[config.mk]
export PLATFORM = sky130hd
export DESIGN_NAME = dpw_host
export DESIGN_NICKNAME = d
export VERILOG_FILES = /design/src/dpw_pkg.sv /design/src/dpw_cnt.sv /design/src/dpw_host.sv
export SDC_FILE = /design/constraint.sdc
export NUM_CORES = 1
export LEC_CHECK = 0
export ABC_AREA = 1
export ABC_CLOCK_PERIOD_IN_PS = 3000
export BUFFER_PORTS_ARGS = -buffer_cell sky130_fd_sc_hd__buf_4
export CORE_ASPECT_RATIO = 0.7
export CORE_MARGIN = 2
export CORE_UTILIZATION = 27
export CTS_CLUSTER_DIAMETER = 40
export DETAILED_ROUTE_END_ITERATION = 6
export GPL_TIMING_DRIVEN = 0
export PLACE_DENSITY_LB_ADDON = 0.08
export SLEW_MARGIN = 20
export SYNTH_ARGS = -nofsm -noshare
export SYNTH_HDL_FRONTEND = slang
export SYNTH_HIERARCHICAL = 1
export SYNTH_SLANG_ARGS = --single-unit
export TNS_END_PERCENT = 20
[constraint.sdc]
create_clock -name mclk -period 3 [get_ports mclk]
set_clock_uncertainty 0.2 [all_clocks]
set_input_delay 0.6 -clock mclk [delete_from_list [all_inputs] [get_ports mclk]]
set_output_delay 0.6 -clock mclk [all_outputs]
set_load 0.005 [all_outputs]
[src/dpw_pkg.sv]
// Package: timing constants and carriers for the dual-port RAM write-port controller
package dpw_pkg;
  localparam int CLK_NS = 25;
  // Device figures in ns, fastest grade
  localparam int WP_NS = 15;
  localparam int WZ_NS = 10;
  localparam int DATA_SETUP_TO_END_NS = 10;
  localparam int FLAG_ASSERT_FROM_ADDR_NS = 20;
  localparam int POST_FLAG_WRITE_HOLD_NS = 12;
  localparam int SLAVE_FLAG_LEAD_NS = 0;
  localparam int WR_NS = 0;
  localparam int WDD_NS = 50;
  localparam int DATA_TO_CROSSREAD_DELAY_NS = 35;
  // Least times round up, never below one cycle
  function automatic int min_cyc(input int ns);
    int c;
    c = (ns + CLK_NS - 1) / CLK_NS;
    return (c < 1) ? 1 : c;
  endfunction
  localparam int SETUP_CYC = min_cyc(FLAG_ASSERT_FROM_ADDR_NS);
  localparam int WP_OE_LO_NS = (WP_NS > WZ_NS + DATA_SETUP_TO_END_NS) ? WP_NS : WZ_NS + DATA_SETUP_TO_END_NS;
  localparam int PULSE_CYC_OE_LO = min_cyc(WP_OE_LO_NS);
  localparam int PULSE_CYC_OE_HI = min_cyc(WP_NS);
  localparam int FLOAT_CYC = min_cyc(WZ_NS);
  localparam int HOLD_CYC = min_cyc(POST_FLAG_WRITE_HOLD_NS);
  localparam int REC_CYC = min_cyc(WR_NS);
  localparam int XREAD_CYC = min_cyc(WDD_NS);
  localparam logic [3:0] CNT_W1 = 4'h1;

  typedef struct packed {
    logic [10:0] addr;
    logic [7:0] data;
  } dpw_req_s;

  typedef struct packed {
    logic ce_n;
    logic rw_n;
    logic oe_n;
    logic [10:0] addr;
  } dpw_pins_s;
endpackage

[src/dpw_cnt.sv]
// Down counter used to time the phases of a write
`timescale 1ns/1ps
`default_nettype none
module dpw_cnt
  import dpw_pkg::*;
(
  input wire logic mclk,
  input wire logic rst_n,
  input wire logic load,
  input wire logic [3:0] load_val,
  output logic done
);
  logic [3:0] cnt_ff;
  logic [3:0] nxt_cnt;

  // Count down to zero; a load restarts the phase
  always_comb
  begin
    nxt_cnt = cnt_ff;
    if (load)
      nxt_cnt = load_val;
    else if (cnt_ff != 4'h0)
      nxt_cnt = cnt_ff - CNT_W1;
  end

  always_ff @(posedge mclk or negedge rst_n)
  begin
    if (!rst_n)
      cnt_ff <= 4'h0;
    else
      cnt_ff <= nxt_cnt;
  end

  // Done reads the count alone, since the sequencer's load depends on it and gating would close a loop
  assign done = (cnt_ff == 4'h0);
endmodule
`default_nettype wire

[src/dpw_host.sv]
// Host-side write controller for one port of a dual-port static RAM
`timescale 1ns/1ps
`default_nettype none
module dpw_host
  import dpw_pkg::*;
#(
  parameter int ADDR_W = 11,
  parameter int DATA_W = 8
)
(
  input wire logic mclk,
  input wire logic rst_n,
  input wire logic req_valid,
  input wire dpw_req_s req,
  input wire logic oe_low_mode,
  output logic req_ready,
  output logic done_pulse,
  output logic busy_seen,
  output var dpw_pins_s pins,
  input wire logic [DATA_W-1:0] dq_in,
  output logic [DATA_W-1:0] dq_out,
  output logic dq_oe,
  input wire logic flag_n
);
  typedef enum logic [5:0] {
    ST_IDLE  = 6'b000001,
    ST_ADDR  = 6'b000010,
    ST_FLOAT = 6'b000100,
    ST_PULSE = 6'b001000,
    ST_HOLD  = 6'b010000,
    ST_REC   = 6'b100000
  } dpw_state_e;

  dpw_state_e st_ff, nxt_st;
  dpw_pins_s pins_ff, nxt_pins;
  logic [DATA_W-1:0] dq_ff, nxt_dq;
  logic dq_oe_ff, nxt_dq_oe;
  logic ready_ff, nxt_ready;
  logic done_ff, nxt_done;
  logic busy_ff, nxt_busy;
  logic oe_lo_ff, nxt_oe_lo;
  logic ld;
  logic [3:0] ld_val;
  logic t_done;
  logic unused_dq;

  assign unused_dq = ^dq_in;

  dpw_cnt u_cnt (
    .mclk(mclk),
    .rst_n(rst_n),
    .load(ld),
    .load_val(ld_val),
    .done(t_done)
  );

  // Sequencer: address, float wait, strobe pulse, flag hold, recovery
  always_comb
  begin
    nxt_st = st_ff;
    nxt_pins = pins_ff;
    nxt_dq = dq_ff;
    nxt_dq_oe = dq_oe_ff;
    nxt_ready = 1'b0;
    nxt_done = 1'b0;
    nxt_busy = busy_ff;
    nxt_oe_lo = oe_lo_ff;
    ld = 1'b0;
    ld_val = 4'h0;
    case (st_ff)
      ST_IDLE:
      begin
        nxt_ready = 1'b1;
        if (req_valid && ready_ff)
        begin
          nxt_ready = 1'b0;
          nxt_pins.addr = req.addr[ADDR_W-1:0];
          nxt_pins.oe_n = !oe_low_mode;
          nxt_oe_lo = oe_low_mode;
          nxt_dq = req.data;
          nxt_busy = 1'b0;
          ld = 1'b1;
          ld_val = 4'(SETUP_CYC);
          nxt_st = ST_ADDR;
        end
      end
      ST_ADDR:
        if (t_done)
        begin
          nxt_pins.rw_n = 1'b0;
          ld = 1'b1;
          ld_val = 4'(FLOAT_CYC);
          nxt_st = ST_FLOAT;
        end
      ST_FLOAT:
        if (t_done)
        begin
          nxt_pins.ce_n = 1'b0;
          nxt_dq_oe = 1'b1;
          ld = 1'b1;
          ld_val = oe_lo_ff ? 4'(PULSE_CYC_OE_LO) : 4'(PULSE_CYC_OE_HI);
          nxt_st = ST_PULSE;
        end
      ST_PULSE:
      begin
        if (!flag_n)
          nxt_busy = 1'b1;
        if (t_done && flag_n)
        begin
          if (busy_ff)
          begin
            ld = 1'b1;
            ld_val = 4'(HOLD_CYC);
            nxt_st = ST_HOLD;
          end
          else
          begin
            nxt_pins.rw_n = 1'b1;
            nxt_pins.ce_n = 1'b1;
            ld = 1'b1;
            ld_val = 4'(REC_CYC);
            nxt_st = ST_REC;
          end
        end
      end
      ST_HOLD:
        if (!flag_n)
        begin
          ld = 1'b1;
          ld_val = 4'(HOLD_CYC);
        end
        else if (t_done)
        begin
          nxt_pins.rw_n = 1'b1;
          nxt_pins.ce_n = 1'b1;
          ld = 1'b1;
          ld_val = 4'(REC_CYC);
          nxt_st = ST_REC;
        end
      ST_REC:
        if (t_done)
        begin
          nxt_dq_oe = 1'b0;
          nxt_pins.oe_n = 1'b1;
          nxt_done = 1'b1;
          nxt_ready = 1'b1;
          nxt_st = ST_IDLE;
        end
      default:
      begin
        nxt_st = ST_IDLE;
        nxt_pins.ce_n = 1'b1;
        nxt_pins.rw_n = 1'b1;
        nxt_dq_oe = 1'b0;
      end
    endcase
  end

  // Registers only; every output leaves from here
  always_ff @(posedge mclk or negedge rst_n)
  begin
    if (!rst_n)
    begin
      st_ff <= ST_IDLE;
      pins_ff <= '{ce_n: 1'b1, rw_n: 1'b1, oe_n: 1'b1, addr: 11'h000};
      dq_ff <= '0;
      dq_oe_ff <= 1'b0;
      ready_ff <= 1'b0;
      done_ff <= 1'b0;
      busy_ff <= 1'b0;
      oe_lo_ff <= 1'b0;
    end
    else
    begin
      st_ff <= nxt_st;
      pins_ff <= nxt_pins;
      dq_ff <= nxt_dq;
      dq_oe_ff <= nxt_dq_oe;
      ready_ff <= nxt_ready;
      done_ff <= nxt_done;
      busy_ff <= nxt_busy;
      oe_lo_ff <= nxt_oe_lo;
    end
  end

  assign pins = pins_ff;
  assign dq_out = dq_ff;
  assign dq_oe = dq_oe_ff;
  assign req_ready = ready_ff;
  assign done_pulse = done_ff;
  assign busy_seen = busy_ff;
endmodule
`default_nettype wire

==> impl_results.md <==
* Status: completed
* Setup Fix Bufs, Post-CTS at 0
* Clk Latency, worst-skew pair at ~0.28 ns
* Area grow syn2layout at 32.9%
* Layout cells sized above 1 at between 30 and 40%
* Clock slew at reported path FFs at about 0.08 ns
* CTS tree: done
* Number of cells upsized or downsized after cts at 0
* Num CTS Buffers at 5
* Clk root buf: clkbuf_8
* Largest net degree at the start of global routing at 37
* Pwr/cell area at approximately 950 nW/um^2
* Pleak at roughly 1.3 nW
* Mux cell area share after synthesis at 0%
* Synth cell types at 23
* Iteration-0 DRC Markers at 64
* Final hold vios at 0
* R2R Path End: u_cnt/cnt_ff[1]
* Max Fclk at 0.464 GHz
* Minimum clock period at 2.15 ns
* Grt total ovfl at 0
* Critical Path Max Stage Delay at 0.34 ns
* Tot GR Track Use at 12.1%
* Synth Area in Compound Gates at ~3.1%
* DRC Markers at 0
* Rows at 24
* Wirelength, routed at 4100 um
* Number of diodes at 0
* Routed via count at around 1.5k
* Initial Util at 28.2%
* Final Setup Violations at 0
* Routed Antenna Nets at 0
* Die X at approximately 100 um
* Slowest CP cell: dfrtp_1
* Port Buffers at 49
* First-pass GRT wire length at about 6700 um
* VDD IR max at just over 300 uV
* Worst Setup EP: u_cnt/cnt_ff[1]
* Synthesized area at between 1500 and 2000 um^2
* Synth area leader: dfrtp_1
* DR vias/cell at between 4 and 5
* RR Startpoint: u_cnt/cnt_ff[0]
* Final worst slack at 0.846 ns
* Antenna violations before repair at 0
* Yosys warning total at 6
* Setup Total Neg Slack at 0 ns
* Element type at the critical path start: flip-flop
* Clock Sink Count at 36
* Depth of the worst register-to-register path at 12
* Die ar. at between 7000 and 8000 um^2
* Endpoint class of the critical path: flip-flop
* Simple-gate portion of the synthesized area at between 30% and 40%
* Largest family of logic cells by synthesized area: simple AND/OR/NAND/NOR gates
* Instance count of the mapped netlist at 220
* Placed insts at ~350
* Post-Synth Adder-Cell Area at 0.704%
* Post-route clock period utilization at 71.8%
* Worst path cell trace: inv_1 > ha_1 > nand2_1 > inv_1 > inv_1 > nand2_1 > nand2_1 > nand3_1 > inv_1 > nand3_2 > nand2_1 > o21ai_0
* Post-Place Setup Slack at between 0.7 and 0.8 ns
* RSZ-0062 raised after global routing: no
* Async S/R FF share, synth at 100%
* Top_reg_cell synth: dfrtp_1
* Crit path buf inv count at 4
* Synthesized flop and latch total at 36
* Start point of the critical path: u_cnt/cnt_ff[0]
* Final Net Count at between 300 and 400
* Die H at about 72 um
* Flop-to-flop setup slack at 0.85 ns
* CTS Buffer Depth at 2
* Core area at ~6300 um^2
* Post-synth EDFFs at 0
* Slew Viols, Final at 0
* Hold-fix buffers at CTS at 0
* Drt wl/cell at between 10 and 15 um
* Data required time of the critical path at between 2 and 3 ns
* H-tree depth at 2
* Most common cell in the netlist: nand2_1
* WP data arrival at about 2.1 ns
* Placer Congestion at ~0.82
* Max-cap violations at 0
* Critical path type: flip-flop to flip-flop
* Initial DRT Pass Iterations at 4
* Post-Synth XOR/XNOR Area at less than 1%
* Syn_area_per_cell at 8.08 um^2
* Top post-synthesis cells by area: dfrtp_1, nand2_1, dfstp_2
* Min-Delay Path Class: input pin to async pin
* Crit path max-delay family: simple AND/OR/NAND/NOR gates
* Register area share after synthesis at roughly 51%
* Finished Layout Cells at 357
* CP Max Fanout at 8
* Post-DP HPWL at approximately 3000 um
* Critical path depth at 12
* I/O Pins at between 50 and 60
* Vias in the first global route at roughly 1.4k
* Top cells by instance count after synthesis: nand2_1, dfrtp_1, inv_1
* Tot Pwr at about 2.2 mW
* Top cell type's share of synthesized area at between 40% and 50%
state kept, by name (all words and copies together) (netlist names):
register,flops
dq_out,8
done_pulse,1
busy_seen,1
pins,14
st_ff,6
req_ready,1
u_cnt/cnt_ff,4
dq_oe,1
layer usage:
metal,vias up,global-route usage (%),routed length [um]
met5,-,0,0
met1,650,18.9,2290
met3,2,3.80,241
li1,797,-,-
met4,0,3.60,25
met2,39,15.6,1540
where the power goes:
part	leakage [nW]	internal (mW)	switching, mW	total (mW)
clock	0.0541	0.246	0.186	0.432
combinational	0.803	0.449	0.525	0.975
sequential	0.448	0.701	0.130	0.831
total	1.30	1.40	0.841	2.24
worst min path at each step:
stage / from / endpoint / slack, ns / cells after the start
after floorplan: rst_n / busy_seen / 0.10 / 0
after global placement: pins[12] / pins[12] / 0.26 / 2
after detailed placement: pins[11] / pins[11] / 0.26 / 2
after CTS: rst_n / st_ff[2] / 0.09 / 1
after global routing: rst_n / dq_out[1] / 0.11 / 1
final: rst_n / st_ff[5] / 0.06 / 1
per-stage QoR:
stage	util (%)	instance area (um^2)	hold WS [ns]
floorplan	-	1780	0.104
global placement	35.7	2250	0.255
detailed placement	35.7	2250	0.256
CTS	37.4	2360	0.0869
global route	37.4	2360	0.107
finish	37.4	2360	0.0636
area by class of cell:
type	count	area [um^2]
clock inverters	3	42.5
plain buffers	4	37.5
well taps	78	97.6
fillers	687	3950
flip-flops and latches	36	906
multi-input cells	161	762
repair buffers	49	368
clock buffers	5	68.8
inverters	21	78.8
worst register-to-register path, stage by stage (launching register included):
cell     delay [ns]
dfrtp_1        0.34
inv_1          0.07
ha_1           0.25
nand2_1        0.10
inv_1          0.10
inv_1          0.16
nand2_1        0.07
nand2_1        0.08
nand3_1        0.23
inv_1          0.16
nand3_2        0.11
nand2_1        0.07
o21ai_0        0.08
logic make-up after synthesis:
| group | count (synthesis) |
|---|---|
| compound gates | 11 |
| fa+ha+maj | 1 |
| other cells | 1 |
| buf+inv | 25 |
| simple gates | 145 |
| flops | 36 |
| xor+xnor | 1 |
cell usage in the layout, fill, tap and decap left out, types with 2 or more instances in the layout:
cell,netlist,layout
dfrtp_1,32,32
a21oi_1,2,2
nand2_1,100,100
nand3_1,14,14
conb_1,1,3
nand3_2,2,2
buf_4,2,51
nand4_1,4,4
buf_6,2,2
nand4_2,2,2
nor2_2,3,3
o21ai_0,8,8
dfstp_2,4,4
inv_2,4,4
nor2_4,6,6
nor2_1,11,11
clkbuf_8,0,5
inv_1,17,17
No activity file was read; power rests on OpenSTA's default activity.
